==> src/logic/scx_pkg.sv <==
// Shared constants, carriers and state enumerations of the bus ID and sync transfer block.
package scx_pkg;

    // ****************************************
    // Register offsets
    // ****************************************
    localparam logic [7:0] A_CTL1 = 8'h01;
    localparam logic [7:0] A_CCR3 = 8'h03;
    localparam logic [7:0] A_OWN  = 8'h04;
    localparam logic [7:0] A_SXF  = 8'h05;
    localparam logic [7:0] A_RIDL = 8'h40;
    localparam logic [7:0] A_RIDH = 8'h41;
    localparam logic [7:0] A_STAT = 8'h42;

    // ****************************************
    // Field positions, masks and reset values
    // ****************************************
    localparam int         C1_SEND   = 0;
    localparam int         C1_TGT    = 1;
    localparam int         C1_ARB    = 2;
    localparam int         C1_EXT    = 7;
    localparam int         OWN_SRE   = 5;
    localparam int         OWN_RRE   = 6;
    localparam int         SCF_LSB   = 4;
    localparam int         ST_SEL    = 0;
    localparam int         ST_RESEL  = 1;
    localparam int         ST_WON    = 2;
    localparam int         ST_LOST   = 3;
    localparam int         ST_BAD    = 4;
    localparam logic [7:0] OWN_MASK  = 8'h6F;
    localparam logic [7:0] CCR3_MASK = 8'h7F;
    localparam logic [7:0] RST_REG   = 8'h00;

    // ****************************************
    // Timing and code tables
    // ****************************************
    localparam int         CLK_NS      = 100;
    localparam int         ARB_NS      = 2400;
    localparam logic [4:0] ARB_CYC     = 5'((ARB_NS + CLK_NS - 1) / CLK_NS);
    localparam logic [3:0] PERIOD_BASE = 4'h4;
    localparam logic [4:0] OFS_MAX     = 5'h10;
    localparam logic [2:0] DIV_MAX     = 3'h4;
    // Divide factors in half clocks: 3, 1, 1.5, 2, 3.
    localparam logic [3:0] DIV_H0      = 4'h6;
    localparam logic [3:0] DIV_H1      = 4'h2;
    localparam logic [3:0] DIV_H2      = 4'h3;
    localparam logic [3:0] DIV_H3      = 4'h4;
    localparam logic [3:0] DIV_H4      = 4'h6;
    localparam logic [3:0] DIV_STEP    = 4'h2;

    // ****************************************
    // Carriers and states
    // ****************************************
    typedef struct packed {
        logic        sel;
        logic        bsy;
        logic        io;
        logic        cd;
        logic        msg;
        logic        stb;
        logic [15:0] data;
    } scx_pin_s;

    typedef struct packed {
        logic        sel_o;
        logic        sel_oe;
        logic        bsy_o;
        logic        bsy_oe;
        logic        stb_o;
        logic        stb_oe;
        logic [15:0] data_o;
        logic [15:0] data_oe;
    } scx_pout_s;

    typedef struct packed {
        logic [7:0] addr;
        logic [7:0] wdata;
        logic       wr;
        logic       rd;
    } scx_bus_s;

    typedef enum logic [1:0] {
        ARB_IDLE = 2'b00,
        ARB_WAIT = 2'b01,
        ARB_RUN  = 2'b11,
        ARB_HOLD = 2'b10
    } scx_arb_e;

    typedef enum logic [1:0] {
        XF_IDLE = 2'b00,
        XF_ON   = 2'b01,
        XF_OFF  = 2'b11
    } scx_xf_e;

endpackage

==> src/logic/scx_core_tick.sv <==
// Synchronous core clock enable generator with selectable input clock divisor.
`timescale 1ns/1ps
module scx_core_tick (
    // Clock and reset
    input  wire logic       clk,
    input  wire logic       arst_n,
    // Divisor code
    input  wire logic [2:0] div_sel,
    // Core clock enable
    output logic            tick
);

    typedef struct packed {
        logic [3:0] acc;
        logic       tick;
    } sct_st_s;

    sct_st_s    st;
    sct_st_s    next_st;
    logic [3:0] half;
    logic [3:0] sum;

    // ****************************************
    // Fractional divider
    // ****************************************
    // Counting in half clocks lets the 1.5 divisor come out as two ticks in three clocks.
    always_comb begin
        next_st = st;
        case (div_sel)
            3'h0: half = scx_pkg::DIV_H0;
            3'h1: half = scx_pkg::DIV_H1;
            3'h2: half = scx_pkg::DIV_H2;
            3'h3: half = scx_pkg::DIV_H3;
            3'h4: half = scx_pkg::DIV_H4;
            default: half = 4'h0;
        endcase
        sum = st.acc + scx_pkg::DIV_STEP;
        next_st.tick = 1'b0;
        if (half == 4'h0) begin // RQ14
            next_st.acc = 4'h0;
        end else if (sum >= half) begin // RQ14
            next_st.acc  = sum - half;
            next_st.tick = 1'b1;
        end else begin
            next_st.acc = sum;
        end
    end

    always_ff @(posedge clk or negedge arst_n) begin
        if (!arst_n) begin
            st <= '0;
        end else begin
            st <= next_st;
        end
    end

    assign tick = st.tick;
endmodule

==> src/logic/scx_idcfg.sv <==
// Own bus ID, response enables, arbitration and synchronous transfer pacing.
//
// Local design decision: the address-and-strobe port.
`timescale 1ns/1ps
// Function
// RQ1 - Reselection answered only when its enable set
// RQ2 - Reselection never changes the operating role
// RQ3 - Selection answered only when its enable set
// RQ4 - Selection never changes the operating role
// RQ5 - Own ID field driven during arbitration
// RQ6 - Priority 7 down to 0, then 15 to 8
// RQ7 - Period code gives code plus four clocks
// RQ8 - Software picks period from rate and clock
// RQ9 - Extra setup clock only when sending
// RQ10 - Core clock is input clock over divisor
// RQ11 - Table load writes whole transfer register
// RQ12 - Offset 0 async, 1 to 16, rest reserved
// RQ13 - Synchronous only in data phases
// RQ14 - Divisor codes 3, 1, 1.5, 2, 3
// RQ15 - Stall while outstanding equals maximum offset
module scx_idcfg (
    // Clock and reset
    input  wire logic             clk,
    input  wire logic             arst_n,
    // Register port
    input  wire scx_pkg::scx_bus_s bus,
    output logic [7:0]            rdata,
    // Bus pins, active low in
    input  wire scx_pkg::scx_pin_s pin_n,
    output scx_pkg::scx_pout_s    pin_o,
    // Script processor table load
    input  wire logic             tbl_load,
    input  wire logic [7:0]       tbl_data,
    // Transfer user side
    input  wire logic             xfer_valid,
    output logic                  xfer_taken,
    // Status
    output logic                  role_target,
    output logic                  sync_active
);

    typedef struct packed {
        scx_pkg::scx_pin_s  meta;
        scx_pkg::scx_pin_s  sync;
        logic               stb_prev;
        logic [7:0]         ctl1;
        logic [7:0]         ccr3;
        logic [7:0]         own;
        logic [7:0]         sxf;
        logic [7:0]         ridl;
        logic [7:0]         ridh;
        logic [4:0]         stat;
        logic [7:0]         rdata;
        scx_pkg::scx_arb_e  arb;
        logic [4:0]         arb_cnt;
        scx_pkg::scx_xf_e   xf;
        logic [3:0]         tcnt;
        logic [4:0]         outst;
        logic               smode;
        logic               taken;
        scx_pkg::scx_pout_s po;
    } scx_st_s;

    scx_st_s     st;
    scx_st_s     next_st;
    logic        tick;
    logic [15:0] rid;
    logic        sel_hit;
    logic        set_sel;
    logic        set_resel;
    logic        dphase;
    logic        bad_ofs;
    logic        sync_mode;
    logic        stb_rise;
    logic        inc;
    logic        dec;
    logic        room;
    logic [3:0]  per;
    logic [3:0]  hi;
    logic [3:0]  lo;
    logic [4:0]  set_st;
    logic [4:0]  clr_st;

    // ****************************************
    // Helper functions
    // ****************************************
    function automatic logic [3:0] id_rank(input logic [3:0] id);
        id_rank = id[3] ? {1'b0, id[2:0]} : {1'b1, id[2:0]};
    endfunction

    function automatic logic higher_seen(input logic [15:0] data, input logic [3:0] id);
        logic hit;
        hit = 1'b0;
        for (int j = 0; j < 16; j++) begin
            if (data[j] && id_rank(4'(j)) > id_rank(id)) begin // RQ6
                hit = 1'b1;
            end
        end
        higher_seen = hit;
    endfunction

    function automatic logic [3:0] period_of(input logic [2:0] code, input logic ext);
        period_of = scx_pkg::PERIOD_BASE + {1'b0, code} + {3'h0, ext}; // RQ7
    endfunction

    // ****************************************
    // Core clock enable
    // ****************************************
    scx_core_tick u_tick (
        .clk     (clk),
        .arst_n  (arst_n),
        .div_sel (st.ccr3[scx_pkg::SCF_LSB +: 3]), // RQ10
        .tick    (tick)
    );

    // ****************************************
    // Next state
    // ****************************************
    always_comb begin
        next_st          = st;
        next_st.meta     = scx_pkg::scx_pin_s'(~pin_n);
        next_st.sync     = st.meta;
        next_st.stb_prev = st.sync.stb;
        next_st.taken    = 1'b0;
        next_st.rdata    = 8'h00;
        clr_st           = 5'h00;

        if (bus.wr) begin
            case (bus.addr)
                scx_pkg::A_CTL1: next_st.ctl1 = bus.wdata;
                scx_pkg::A_CCR3: next_st.ccr3 = bus.wdata & scx_pkg::CCR3_MASK;
                scx_pkg::A_OWN:  next_st.own  = bus.wdata & scx_pkg::OWN_MASK;
                scx_pkg::A_SXF:  next_st.sxf  = bus.wdata;
                scx_pkg::A_RIDL: next_st.ridl = bus.wdata;
                scx_pkg::A_RIDH: next_st.ridh = bus.wdata;
                scx_pkg::A_STAT: clr_st       = bus.wdata[4:0];
                default: ;
            endcase
        end
        // The script processor's load lands after a same-cycle software write.
        if (tbl_load) begin
            next_st.sxf = tbl_data; // RQ11
        end

        // Selection and reselection response; role bits are untouched here.
        rid       = {st.ridh, st.ridl};
        sel_hit   = st.sync.sel && !st.sync.bsy && |(rid & st.sync.data)
                    && st.arb == scx_pkg::ARB_IDLE && !st.po.bsy_oe;
        set_sel   = sel_hit && !st.sync.io && st.own[scx_pkg::OWN_SRE]; // RQ3
        set_resel = sel_hit && st.sync.io && st.own[scx_pkg::OWN_RRE]; // RQ1

        // Offset decode and transfer mode.
        dphase    = !st.sync.msg && !st.sync.cd;
        bad_ofs   = st.sxf[4] && |st.sxf[3:0]; // RQ12
        // A reserved divisor never ticks, so pacing falls back to the handshake.
        sync_mode = dphase && st.sxf[4:0] != 5'h00 && !bad_ofs // RQ13
                    && st.ccr3[scx_pkg::SCF_LSB +: 3] <= scx_pkg::DIV_MAX; // RQ14
        next_st.smode = sync_mode;
        per = period_of(st.sxf[7:5], st.ctl1[scx_pkg::C1_EXT] && st.ctl1[scx_pkg::C1_SEND]); // RQ9
        hi  = {1'b0, per[3:1]};
        lo  = per - hi;

        set_st = 5'h00;
        set_st[scx_pkg::ST_SEL]   = set_sel;
        set_st[scx_pkg::ST_RESEL] = set_resel;
        set_st[scx_pkg::ST_BAD]   = xfer_valid && dphase
                                    && (bad_ofs || st.ccr3[6:4] > scx_pkg::DIV_MAX);

        // Arbitration.
        case (st.arb)
            scx_pkg::ARB_IDLE: begin
                if (st.ctl1[scx_pkg::C1_ARB] && !st.po.bsy_oe) begin
                    next_st.arb = scx_pkg::ARB_WAIT;
                end
            end
            scx_pkg::ARB_WAIT: begin
                if (!st.ctl1[scx_pkg::C1_ARB]) begin
                    next_st.arb = scx_pkg::ARB_IDLE;
                end else if (!st.sync.bsy && !st.sync.sel) begin
                    next_st.arb     = scx_pkg::ARB_RUN;
                    next_st.arb_cnt = scx_pkg::ARB_CYC;
                end
            end
            scx_pkg::ARB_RUN: begin
                if (st.arb_cnt != 5'h01) begin
                    next_st.arb_cnt = st.arb_cnt - 5'h01;
                end else if (higher_seen(st.sync.data, st.own[3:0])) begin // RQ6
                    // A lost round clears the request so the bus is not hammered.
                    next_st.arb = scx_pkg::ARB_IDLE;
                    next_st.ctl1[scx_pkg::C1_ARB] = 1'b0;
                    set_st[scx_pkg::ST_LOST] = 1'b1;
                end else begin
                    next_st.arb = scx_pkg::ARB_HOLD;
                    set_st[scx_pkg::ST_WON] = 1'b1;
                end
            end
            scx_pkg::ARB_HOLD: begin
                if (!st.ctl1[scx_pkg::C1_ARB]) begin
                    next_st.arb = scx_pkg::ARB_IDLE;
                end
            end
            default: next_st.arb = scx_pkg::ARB_IDLE;
        endcase

        // Sticky status: a set in the clearing cycle survives.
        next_st.stat = (st.stat & ~clr_st) | set_st;

        // Transfer pacing.
        stb_rise = st.sync.stb && !st.stb_prev;
        room     = st.outst < st.sxf[4:0]; // RQ15
        inc      = 1'b0;
        dec      = stb_rise && st.outst != 5'h00;
        case (st.xf)
            scx_pkg::XF_IDLE: begin
                if (xfer_valid && (sync_mode ? room : !st.sync.stb)) begin // RQ15
                    next_st.xf    = scx_pkg::XF_ON;
                    next_st.tcnt  = hi;
                    next_st.taken = 1'b1;
                    inc           = sync_mode;
                end
            end
            scx_pkg::XF_ON: begin
                if (!st.smode) begin
                    if (st.sync.stb) begin
                        next_st.xf = scx_pkg::XF_OFF;
                    end
                end else if (tick) begin // RQ7
                    if (st.tcnt <= 4'h1) begin
                        next_st.xf   = scx_pkg::XF_OFF;
                        next_st.tcnt = lo;
                    end else begin
                        next_st.tcnt = st.tcnt - 4'h1;
                    end
                end
            end
            scx_pkg::XF_OFF: begin
                if (!st.smode) begin
                    if (!st.sync.stb) begin
                        next_st.xf = scx_pkg::XF_IDLE;
                    end
                end else if (tick) begin // RQ7
                    if (st.tcnt <= 4'h1) begin
                        next_st.xf = scx_pkg::XF_IDLE;
                    end else begin
                        next_st.tcnt = st.tcnt - 4'h1;
                    end
                end
            end
            default: next_st.xf = scx_pkg::XF_IDLE;
        endcase
        next_st.outst = st.outst + {4'h0, inc} - {4'h0, dec};

        // Pin drive: open drain, so only the enables move.
        next_st.po         = '0;
        next_st.po.data_oe = (next_st.arb == scx_pkg::ARB_RUN)
                             ? 16'h0001 << next_st.own[3:0] : 16'h0000; // RQ5
        next_st.po.bsy_oe  = next_st.arb == scx_pkg::ARB_RUN
                             || next_st.arb == scx_pkg::ARB_HOLD
                             || next_st.stat[scx_pkg::ST_SEL]
                             || next_st.stat[scx_pkg::ST_RESEL];
        next_st.po.sel_oe  = next_st.arb == scx_pkg::ARB_HOLD;
        next_st.po.stb_oe  = next_st.xf == scx_pkg::XF_ON;

        if (bus.rd) begin
            case (bus.addr)
                scx_pkg::A_CTL1: next_st.rdata = st.ctl1;
                scx_pkg::A_CCR3: next_st.rdata = st.ccr3;
                scx_pkg::A_OWN:  next_st.rdata = st.own;
                scx_pkg::A_SXF:  next_st.rdata = st.sxf;
                scx_pkg::A_RIDL: next_st.rdata = st.ridl;
                scx_pkg::A_RIDH: next_st.rdata = st.ridh;
                scx_pkg::A_STAT: next_st.rdata = {st.smode, st.outst != 5'h00,
                                                  st.arb != scx_pkg::ARB_IDLE, st.stat};
                default: next_st.rdata = 8'h00;
            endcase
        end
    end

    // ****************************************
    // State register
    // ****************************************
    always_ff @(posedge clk or negedge arst_n) begin
        if (!arst_n) begin
            st <= '0;
        end else begin
            st <= next_st;
        end
    end

    assign rdata       = st.rdata;
    assign pin_o       = st.po;
    assign xfer_taken  = st.taken;
    assign role_target = st.ctl1[scx_pkg::C1_TGT]; // RQ2 RQ4
    assign sync_active = st.smode;
endmodule

==> config.mk <==
export PLATFORM = sky130hd
export DESIGN_NAME = scx_idcfg
export DESIGN_NICKNAME = d
export VERILOG_FILES = /design/src/logic/scx_pkg.sv /design/src/logic/scx_core_tick.sv /design/src/logic/scx_idcfg.sv
export SDC_FILE = /design/constraint.sdc
export NUM_CORES = 1
export LEC_CHECK = 0
export ABC_AREA = 1
export BUFFER_PORTS_ARGS = -buffer_cell sky130_fd_sc_hd__clkbuf_2
export CAP_MARGIN = 20
export CORE_AREA = 2 2 135 137
export DETAILED_ROUTE_END_ITERATION = 7
export DIE_AREA = 0 0 137 139
export GPL_ROUTABILITY_DRIVEN = 0
export PLACE_DENSITY_LB_ADDON = 0.12
export SYNTH_ARGS = -nofsm -noshare
export SYNTH_HDL_FRONTEND = slang
export SYNTH_SLANG_ARGS = --single-unit
==> constraint.sdc <==
create_clock -name clk -period 3.4 [get_ports clk]
set_input_delay 0.17 -clock clk [delete_from_list [all_inputs] [get_ports clk]]
set_output_delay 0.17 -clock clk [all_outputs]
set_load 0.02 [all_outputs]
# Word-level counts from Yosys, hierarchy flattened
# Index checks and enable logic that the tools add are counted.
[totals] regBits=147 in_bits=52 wordCells=249
[op_classes] addsub=9 n_lt_le_gt_ge=21 eq_ne=29 n_shift=1 mux=74 n_bitwise=5 reduce_logical=72
[ops] cell="$pmux 8 s7" n=1
[ops] cell="$mux 43" n=1
[ops] cell="$mux 8" n=5
[ops] cell="$logic_and 1x1->1" n=37
[ops] cell="$gt 4x4->1 const A" n=8
[ops] cell="$mux 1" n=30
[ops] cell="$mux 4" n=7
[ops] cell="$mux 2" n=13
[ops] cell="$eq 8x7->1 const B" n=3
[ops] cell="$not 22->22" n=1
[ops] cell="$mux 7" n=3
[ops] cell="$mux 5" n=4
[ops] cell="$mux 6" n=3
[ops] cell="$and 16x16->16" n=1
[ops] cell="$eq 8x3->1 const B" n=2
[ops] cell="$gt 3x4->1 const A" n=4
[ops] cell="$mux 16" n=1
[ops] cell="$reduce_or 16->1" n=1
[ops] cell="$shl 1x4->16 const A" n=1
[ops] cell="$ne 2x2->1 const B" n=7
[ops] cell="$pmux 3 s4" n=1
[ops] cell="$pmux 4 s3" n=1
[ops] cell="$reduce_and 2->1" n=6
[ops] cell="$eq 2x2->1 const B" n=5
[ops] cell="other kinds (42)" n=65

# Logic depth before layout (Yosys ltp)
# Gate-level depths: netlist (run 1).
[depth] ltp_word=28 ltp_mapped=18 mapped_depth_nobuf=18

# Cells and area by module
# Synthesis (run 1) repeated with hierarchy kept, for this count alone.
[unflattened] cells_unflattened=829 area_unflattened_um2=7180.6
[by_module_without_submodules] mod="scx_idcfg" n_inst=1 cells_each=771 area_each_um2=6747.7
[by_module_without_submodules] mod="scx_core_tick" n_inst=1 cells_each=58 area_each_um2=432.9

# Worst setup path before layout (run 1)
# No wires, ideal clock.
[synth_timing] kind="reg-to-reg" startpoint="register st[42] in the netlist's numbering" endpoint="register st[44] in the netlist's numbering" setup_ps=128 arrival_time_ps=2594 required_time_ps=3272 setup_slack_ps=678 path_stages_with_launch=18 path_cell_list="dfrtp_1 -> ha_1 -> nand2_1 -> inv_1 -> o21bai_1 -> nand3_1 -> nand2_1 -> nand4_1 -> inv_1 -> nand2_1 -> ha_1 -> inv_1 -> ha_1 -> inv_1 -> fa_1 -> o21ai_0 -> a21oi_1 -> xor2_1"
[synth_rtl] item="from (decl)" line_no="scx_idcfg.sv:64" source="scx_st_s st;"
[synth_rtl] item="from (signal assigned)" line_no="scx_idcfg.sv:286" source="st <= next_st;"

==> run metrics, run 1 <==
Num Clock Sinks=147; io pins=101; Fillers=1722; core area=17700 sq um; Row Count=49; worst vdd ir=0.357 mV; Buffers on Ports=81; Routed Antenna Nets=0; hold slack=0.0109 ns; worst slew pin tran=0.818 ns; DP HPWL=12800 um; WL per Instance=14.8 um; ys async rst share=100%; GRT overflow=0; Layout area overhead=18.2%; Max Cap Violations=0; min cycle time layout=3.04 ns; n_diodes=0; top cell type's share of synthesized area=51.9%; post-synth top area cell=dfrtp_1; Syn Inst Count=815; Post-Place Setup Slack=0.396 ns; ys flop type=dfrtp_1; min setup slack post-route=0.363 ns; Synth Register Bits=147; Post-CTS Setup Inserts=0; slew margin rel.=45.5%; Net count, final=986; synth unique cells=42; CP delay by family, top=adder cells; CP max FO=5; total die area=19000 sq um; Arr. time, crit path=3.34 ns; CTS max path bufs=2; DR vias/cell=4.74; GR Util All Layers=18.7%; overall routed net length=17000 um; RSZ-0062 raised after global routing=false; Final Util=47.5%; CP required=3.70 ns; crit path cell chain=ha_1 > nand2_1 > inv_1 > o21bai_1 > nand3_1 > nand2_1 > nand4_1 > inv_1 > nand2_1 > ha_1 > inv_1 > ha_1 > inv_1 > fa_1 > o21ai_0 > a21oi_1 > xor2_1; synthesized area per cell=8.70 sq um; element type at the critical path end=flop; initial antenna violation count=0; Clock Pin Slew Worst Setup and Hold Paths=0.06 ns; layout cell share with drive strength beyond 1=15.4%; number of remaining DRC errors=0; footprint of the multi-input gates=2680 sq um; Root Driver=clkbuf_16; first-pass GRT wire length=27300 um; P_leak=0.00427 uW; Iteration-0 DRC Markers=339; CP max stage delay=0.41 ns; register area=3680 sq um; number of synthesized flops with an enable pin=0; Initial Util=40.2%; min-delay worst type=input port to flop; Synth Cell Area=7090 sq um; TritonCTS clock tree=built; Clock Skew=0.00826 ns; Setup Viol. Count Final=0; Die Ht=139 um; most used cell, CP=inv_1; Setup TNS=0 ns; status=finished, final reports clean; clk_lat worst skew=0.42 ns; drt pass-1 iters=5; CTS Buf Count=17; PD cells=635 nW/um^2; fmax=329 MHz; CP Launch Type=flop; final count of pins violating max slew=0; Hold Vio Cnt, Final=0; sequential fraction of the synthesis area=51.9%; Crit Path Class=flop to flop; Vias=5451; Die X=137 um; top cells by area, synth=dfrtp_1 (52%), nand2_1 (11%), inv_1 (5.3%); H-tree Lvls=4; crit share post-route=89.3%; vias in the first global route=5165; CP Buf/Inv Count=4; CP max-delay cell=dfrtp_1; Yosys warning count=0; largest net degree at the start of global routing=88
[per-layer routing]
metal | vias up | GRT usage (%) | part of all wire [%] | wire length (um)
li1 | 2734 | - | - | -
met1 | 2553 | 27.9 | 49 | 8400
met2 | 148 | 27.3 | 44 | 7440
met3 | 16 | 4.28 | 5.6 | 953
met4 | 0 | 5.05 | 1.1 | 195
met5 | - | 0 | 0 | 0
[worst paths after layout]
check | start | to | slack, ns | depth (start not counted)
worst max-delay path | st[42] | st[44] | 0.36 | 17
worst min-delay path | tbl_data[0] | st[87] | 0.01 | 3
min in group asynchronous | arst_n | u_tick.st[3] | 0.38 | 2
worst min register to register | next_st[136] | next_st[119] | 0.35 | 0
worst max register to register | st[42] | st[44] | 0.36 | 17
max in group asynchronous | arst_n | st[40] | 2.18 | 3
[final cells by class]
cell class	instances	area share [%]
flip-flops and latches	147	43.9
multi-input cells	522	32.0
repair buffers	108	8.05
clock buffers	20	5.33
inverters	112	5.05
well taps	229	3.42
clock inverters	12	2.28
[cells by family (layout without fill, tap and decap cells)]
kind of cell               after synthesis  in the layout  synth area share [%]
and+or+nand+nor                        343            343                  20.3
buffers and inverters                  164            252                  11.3
DFF                                    147            147                  51.9
AOI/OAI and AO/OA                      122            122                  10.0
adders and majority gates               26             26                  4.91
xor gates and xnor gates                12             12                  1.48
other                                    1             19                0.0529
[cells in the mapped netlist (2+ instances only)]
| master | number |
|---|---|
| fa_1 | 3 |
| dfrtp_1 | 147 |
| o21ai_4 | 3 |
| xnor2_1 | 3 |
| a31oi_1 | 2 |
| buf_4 | 46 |
| o21ai_0 | 64 |
| nand2_1 | 200 |
| o211ai_1 | 7 |
| nand2_2 | 4 |
| o21ai_2 | 2 |
| nor3_1 | 5 |
| o22ai_1 | 8 |
| clkbuf_1 | 3 |
| o21a_1 | 3 |
| xor2_1 | 9 |
| inv_2 | 9 |
| o21ai_1 | 2 |
| inv_1 | 100 |
| clkinv_1 | 2 |
| buf_2 | 2 |
| nand3b_1 | 3 |
| nand4_1 | 10 |
| nor2_2 | 4 |
| nand3_1 | 41 |
| o2111ai_1 | 2 |
| nor2_1 | 69 |
| ha_1 | 23 |
| nand2_4 | 2 |
| a21oi_1 | 25 |
[report_power, final]
group          leakage [uW]  switching, uW  total (uW)  internal, uW
Clock              0.000308            763        2030          1260
Combinational       0.00211            733        1200           471
Sequential          0.00186            152        2090          1940
Total               0.00427           1650        5320          3670
[worst min-delay path: stages]
cell	delay (ns)
clkbuf_2	0.08
o22ai_1	0.07
nor2_1	0.08
[per-stage QoR]
step | power (uW) | cells | instance area [sq um]
2_1_floorplan | 2990 | 833 | 7160
3_3_place_gp | 3310 | 1094 | 7500
3_5_place_dp | 3300 | 1094 | 7500
4_1_cts | 5360 | 1150 | 8380
5_1_grt | 5650 | 1150 | 8380
6_report | 5320 | 1150 | 8380
[what timing repair did]
item	in CTS	in global routing
hold buffers	24	0
gates resized for setup	0	0
endpoints found under the setup margin	0	0
hold endpoints to repair	107	0
[flip-flops by register name, summed over array words and instances, names as in the netlist]
name and cells:
rid 16, next_st 23, sync_active 1, rdata 8, u_tick.tick 1, st 73
role_target 1, pin_o 19, u_tick.st 4, xfer_taken 1
[placed cells by master, fill, tap and decap left out, types with 3 or more instances in the layout]
cell type and count:
nand2_1 200, clkbuf_2 80, nor3_1 5, o21ai_0 64, o22ai_1 8, buf_4 3, dlygate4sd3_1 24, ha_1 23
nand2_2 4, nand3b_1 3, clkbuf_16 17, o21ai_4 3, a21oi_1 25, inv_2 9, nand3_1 41, nor2_1 69
clkinv_4 3, nand4_1 10, o211ai_1 7, inv_6 3, xor2_1 9, dfrtp_1 147, xnor2_1 3, inv_1 100
fa_1 3, bufinv_16 4, conb_1 19, o21a_1 3, nor2_2 4
(Power assumes the default switching activity.)
==> inputs of run 2 (changes only) <==
--- a/config.mk
+++ b/config.mk
@@ -12,6 +12,7 @@
 export DETAILED_ROUTE_END_ITERATION = 7
 export DIE_AREA = 0 0 137 139
 export GPL_ROUTABILITY_DRIVEN = 0
+export GPL_TIMING_DRIVEN = 0
 export PLACE_DENSITY_LB_ADDON = 0.12
 export SYNTH_ARGS = -nofsm -noshare
 export SYNTH_HDL_FRONTEND = slang
==> run metrics, run 2 (same netlist as run 1, synthesis figures left out) <==
Clock Pin Slew Worst Setup and Hold Paths=0.06 ns (about the same); first-pass GRT wire length=27900 um (+2.4%); Net count, final=1036 (+5.1%); crit path from=st[89]; most frequent cells in the layout=nand2_1 (200), dfrtp_1 (147), inv_1 (100), clkbuf_2 (80), nor2_1 (69); vias in the first global route=5393 (+4.4%); Post-Layout Cell Count=1200 (+4.3%); overall routed net length=16900 um (-0.34%); min-delay worst type=input port to flop; DR vias/cell=4.66 (-1.8%); Resized Gates After CTS=0 (unchanged); P_leak=0.00452 uW (+5.8%); PD cells=598 nW/um^2 (-5.9%); Max Cap Violations=0 (unchanged); Biggest register=st; drt pass-1 iters=5 (unchanged); worst r2r path cells=18 (+1); max FFs per register=73 (unchanged); Vias=5588 (+2.5%); status=finished, final reports clean; Setup Viol. Count Final=0 (unchanged); Worst R2R Start=st[89]; Arr. time, crit path=3.42 ns (+0.08 ns); Num Clock Sinks=147 (unchanged); WL per Instance=14.1 um (-4.5%); layout cell share with drive strength beyond 1=19.7% (+4.3 points); element type at the critical path end=flop; H-tree Lvls=4 (unchanged); clk_lat worst skew=0.42 ns (about the same); worst slew pin tran=0.508 ns (-0.310 ns); Row Count=49 (unchanged); RSZ-0062 raised after global routing=false; Worst setup endpoint=st[44]; worst reg2reg endpoint=st[44]; Cell Area, Placed=7890 sq um (+5.1%); n_diodes=0 (unchanged); Iteration-0 DRC Markers=407 (+20%); hold_buf cts=24 (unchanged); Clock Skew=0.00836 ns (+0.0000945 ns); Die X=137 um (unchanged); R2R Setup Slk=0.28 ns (-0.08 ns); largest net degree at the start of global routing=93 (+5.7%); CTS Buf Count=17 (unchanged); GRT overflow=0 (unchanged); final count of pins violating max slew=0 (unchanged); GR Util All Layers=19.1% (+0.37 points); crit share post-route=91.7% (+2.3 points); min cycle time layout=3.12 ns (+0.0794 ns); CP max FO=5 (unchanged); TritonCTS clock tree=built; Hold Vio Cnt, Final=0 (unchanged); Routed Antenna Nets=0 (unchanged); Cells after DPL=1144 (+4.6%); Setup TNS=0 ns (unchanged); Crit Path Class=flop to flop; io pins=101 (unchanged); Final Util=49.4% (+2.0 points); core area=17700 sq um (unchanged); CP Launch Type=flop; DP HPWL=12600 um (-1.2%); fmax=321 MHz (-2.5%); slew margin rel.=65.8% (+20 points); Post-CTS Setup Inserts=0 (unchanged); worst vdd ir=0.321 mV (-10%); commonest non-fill, non-tap cell in the layout=nand2_1; number of remaining DRC errors=0 (unchanged); Buffers on Ports=81 (unchanged); total die area=19000 sq um (unchanged); Initial Util=40.2% (unchanged); initial antenna violation count=0 (unchanged); Root Driver=clkbuf_16; Die Ht=139 um (unchanged); CTS max path bufs=2 (unchanged); CP required=3.70 ns (about the same); Layout area overhead=23.1%; final instance area=8730 sq um (+4.1%)
-- run 2: layer usage --
metal	wire length (um)	global-route usage, %	vias up
li1	-	-	2823
met1	8070	27.5	2574
met2	7510	28.5	166
met3	1050	3.98	25
met4	310	6.46	0
met5	0	0	-
-- run 2: cell type report --
| type | instances | area (sq um) |
|---|---|---|
| clock inverter | 13 | 146 |
| fill | 1740 | 8930 |
| multi-input combinational | 522 | 2680 |
| clock buffer | 19 | 453 |
| tap | 229 | 287 |
| sequential | 147 | 3680 |
| buffer | 52 | 378 |
| inverter | 112 | 423 |
| timing repair buffer | 106 | 682 |
-- run 2: worst min-delay path by stage --
stage | slack, ns | startpoint | endpoint | cells after the start
6_report | 0.02 | tbl_data[4] | st[91] | 3
5_1_grt | 0.02 | tbl_data[1] | st[88] | 3
4_1_cts | 0.003 | tbl_data[3] | st[90] | 3
3_5_place_dp | 0.16 | arst_n | next_st[138] | 1
3_3_place_gp | 0.31 | pin_n[11] | next_st[131] | 2
2_1_floorplan | -0.13 | arst_n | next_st[119] | 0
-- run 2: where the power goes --
| group | internal, uW | total, uW | switching, uW |
|---|---|---|---|
| Combinational | 500 | 1230 | 729 |
| Clock | 1130 | 1890 | 764 |
| Sequential | 1940 | 2090 | 153 |
-- run 2: worst max-delay path, cell delays in order, from the launching register on --
cell and delay, ns:
dfrtp_1 0.39, inv_1 0.13, ha_1 0.26, nand2_1 0.07
inv_1 0.03, o21bai_1 0.10, nand3_1 0.09, nand2_1 0.17
nand4_1 0.16, inv_1 0.11, nand2_1 0.08, ha_1 0.27
inv_1 0.05, ha_1 0.16, inv_1 0.06, fa_1 0.40
o21ai_0 0.20, a21oi_1 0.11, xor2_1 0.15
-- run 2: stage by stage --
step | hold slack (ns) | worst slack [ns] | total power [uW]
2_1_floorplan | -0.126 | 0.678 | 2990
3_3_place_gp | 0.312 | -0.421 | 3300
3_5_place_dp | 0.165 | 0.311 | 3330
4_1_cts | 0.00275 | 0.299 | 5270
5_1_grt | 0.0243 | 0.0138 | 5600
6_report | 0.0216 | 0.283 | 5210
==> inputs of run 3 (changes only) <==
--- a/config.mk
+++ b/config.mk
@@ -8,12 +8,13 @@
 export ABC_AREA = 1
 export BUFFER_PORTS_ARGS = -buffer_cell sky130_fd_sc_hd__clkbuf_2
 export CAP_MARGIN = 20
-export CORE_AREA = 2 2 135 137
+export CORE_AREA = 2 2 136 138
 export DETAILED_ROUTE_END_ITERATION = 7
-export DIE_AREA = 0 0 137 139
+export DIE_AREA = 0 0 138 140
 export GPL_ROUTABILITY_DRIVEN = 0
 export GPL_TIMING_DRIVEN = 0
 export PLACE_DENSITY_LB_ADDON = 0.12
 export SYNTH_ARGS = -nofsm -noshare
 export SYNTH_HDL_FRONTEND = slang
+export SYNTH_HIERARCHICAL = 1
 export SYNTH_SLANG_ARGS = --single-unit
==> run metrics, run 3 <==
status=finished, final reports clean; Row Count=49 (unchanged); min-delay worst type=input port to flop; post-synth top area cell=dfrtp_1; Hold Vio Cnt, Final=0 (unchanged); CP max FO=5 (unchanged); slew margin rel.=64.5% (-1.3 points); overall routed net length=16600 um (-1.9%); Routed Antenna Nets=0 (unchanged); GRT overflow=0 (unchanged); CP Launch Type=flop; H-tree Lvls=4 (unchanged); Crit Path Class=flop to flop; count leader, synth=nand2_1; worst vdd ir=0.367 mV (+14%); Fillers=1705 (-2.0%); Hold Path Stages=3 (unchanged); Yosys warning count=6 (+6); Power, Total=5230 uW (+0.24%); RSZ-0062 raised after global routing=false; DR vias/cell=4.63 (-0.65%); register area=3680 sq um (unchanged); top cells by area, synth=dfrtp_1 (51%), nand2_1 (10%), inv_1 (5.5%); sequential fraction of the synthesis area=51.2% (-0.65 points); io pins=101 (unchanged); final count of pins violating max slew=0 (unchanged); most common library cells after synthesis=nand2_1 (196), dfrtp_1 (147), inv_1 (106), nor2_1 (63), nand3_1 (47); Net count, final=1054 (+1.7%); worst slew pin tran=0.533 ns (+0.0255 ns); synthesized area per cell=8.66 sq um (-0.44%); worst r2r path cells=17 (-1); first-pass GRT wire length=27300 um (-2.1%); Initial Util=40.4% (+0.23 points); Vias=5635 (+0.84%); Max Cap Violations=0 (unchanged); Biggest register=st; min cycle time layout=3.07 ns (-0.0437 ns); P_leak=0.00463 uW (+2.5%); Root Driver=clkbuf_16; CTS max path bufs=2 (unchanged); Cell Area, Placed=7980 sq um (+1.1%); total die area=19300 sq um (+1.5%); commonest non-fill, non-tap cell in the layout=nand2_1; Setup Viol. Count Final=0 (unchanged); Layout area overhead=23.5%; core area=17800 sq um (+0.69%); synth unique cells=43 (+2.4%); largest net degree at the start of global routing=95 (+2.2%); vias in the first global route=5431 (+0.70%); Synth Register Bits=147 (unchanged); DP HPWL=12300 um (-2.9%); fmax=325 MHz (+1.4%); footprint of the multi-input gates=2730 sq um (+1.8%); Arr. time, crit path=3.37 ns (-0.05 ns); max FFs per register=73 (unchanged); final instance area=8870 sq um (+1.6%); ys async rst share=100% (unchanged); number of synthesized flops with an enable pin=0 (unchanged); most frequent cells in the layout=nand2_1 (196), dfrtp_1 (147), inv_1 (106), clkbuf_2 (80), nor2_1 (63); Num Clock Sinks=147 (unchanged); CP required=3.70 ns (about the same); Iteration-0 DRC Markers=374 (-8.1%); element type at the critical path end=flop; ys flop type=dfrtp_1; TritonCTS clock tree=built; PD cells=589 nW/um^2 (-1.4%); Syn Inst Count=829 (+1.7%); Die X=138 um (+0.73%); top cell type's share of synthesized area=51.2% (-0.65 points); crit share post-route=90.4% (-1.3 points); CTS Buf Count=17 (unchanged); layout cell share with drive strength beyond 1=20.5% (+0.86 points); number of remaining DRC errors=0 (unchanged); initial antenna violation count=0 (unchanged); Setup TNS=0 ns (unchanged); drt pass-1 iters=5 (unchanged); GR Util All Layers=17.9% (-1.2 points); Clock Pin Slew Worst Setup and Hold Paths=0.06 ns (about the same); Buffers on Ports=81 (unchanged); WL per Instance=13.6 um (-3.3%); clk_lat worst skew=0.42 ns (about the same); Clock Skew=0.0102 ns (+0.00185 ns); Synth Cell Area=7180 sq um (+1.3%); n_diodes=0 (unchanged); Die Ht=140 um (+0.72%)
[run 3: repair_timing]
item	4_1_cts	5_1_grt
hold endpoints to repair	81	0
setup buffers	0	0
resized for setup	0	1
setup endpoints to repair	0	1
hold buffers	28	0
[run 3: critical path: stages, from the launching register on]
cell	delay [ns]
dfrtp_1	0.38
inv_1	0.14
ha_1	0.27
nand2_1	0.08
o21bai_1	0.10
nand3_1	0.09
nand2_1	0.16
nand4_1	0.17
inv_1	0.12
nand2_1	0.07
ha_1	0.27
inv_1	0.06
ha_1	0.15
inv_1	0.05
fa_1	0.39
o21ai_0	0.19
a21oi_1	0.10
xor2_1	0.14
[run 3: final timing paths]
check	start	to	slack (ns)
max in group asynchronous	arst_n	st[93]	2.28
worst min register to register	next_st[132]	st[132]	0.34
worst max-delay path	st[91]	st[44]	0.33
min in group asynchronous	arst_n	st[46]	0.27
worst min-delay path	tbl_data[1]	st[88]	0.02
worst max register to register	st[91]	st[44]	0.33
[run 3: layout make-up]
cell class	count	share of cell area, %
flip-flops and latches	147	41.5
clock inverters	14	1.89
clock buffers	18	4.95
inverters	119	5.07
repair buffers	110	8.14
well taps	229	3.23
plain buffers	54	4.47
multi-input cells	527	30.8
[run 3: cell families after synthesis]
| kind of cell | share of synthesized area, % |
|---|---|
| fa+ha+maj | 4.84 |
| simple gates | 20.9 |
| compound gates | 10.0 |
| other cells | 0.0522 |
| xor+xnor | 1.22 |
| flops | 51.2 |
| buf+inv | 11.8 |
[run 3: where the power goes]
part / switching (uW) / internal, uW / total (uW)
logic: 740 / 497 / 1240
clock network: 792 / 1130 / 1920
registers: 138 / 1930 / 2070
[run 3: per-layer routing]
metal  track usage (%)  vias to the layer above  wire (um)  share of wire, %
li1                  -                     2886          -                 -
met1              24.8                     2578       7940                48
met2              28.5                      152       7660                46
met3              3.90                       19        798               4.8
met4              5.16                        0        223               1.3
met5                 0                        -          0                 0
[run 3: per-stage QoR]
stage / hold WS (ns) / setup slack, ns / instances / utilization (%)
finish: 0.0158 / 0.327 / 1218 / 49.9
global route: 0.0331 / 0.0381 / 1218 / 49.9
CTS: 0.00308 / 0.213 / 1218 / 49.9
detailed placement: 0.168 / 0.262 / 1158 / 44.9
global placement: 0.312 / -0.440 / 1157 / 44.7
floorplan: -0.126 / 0.682 / 847 / -
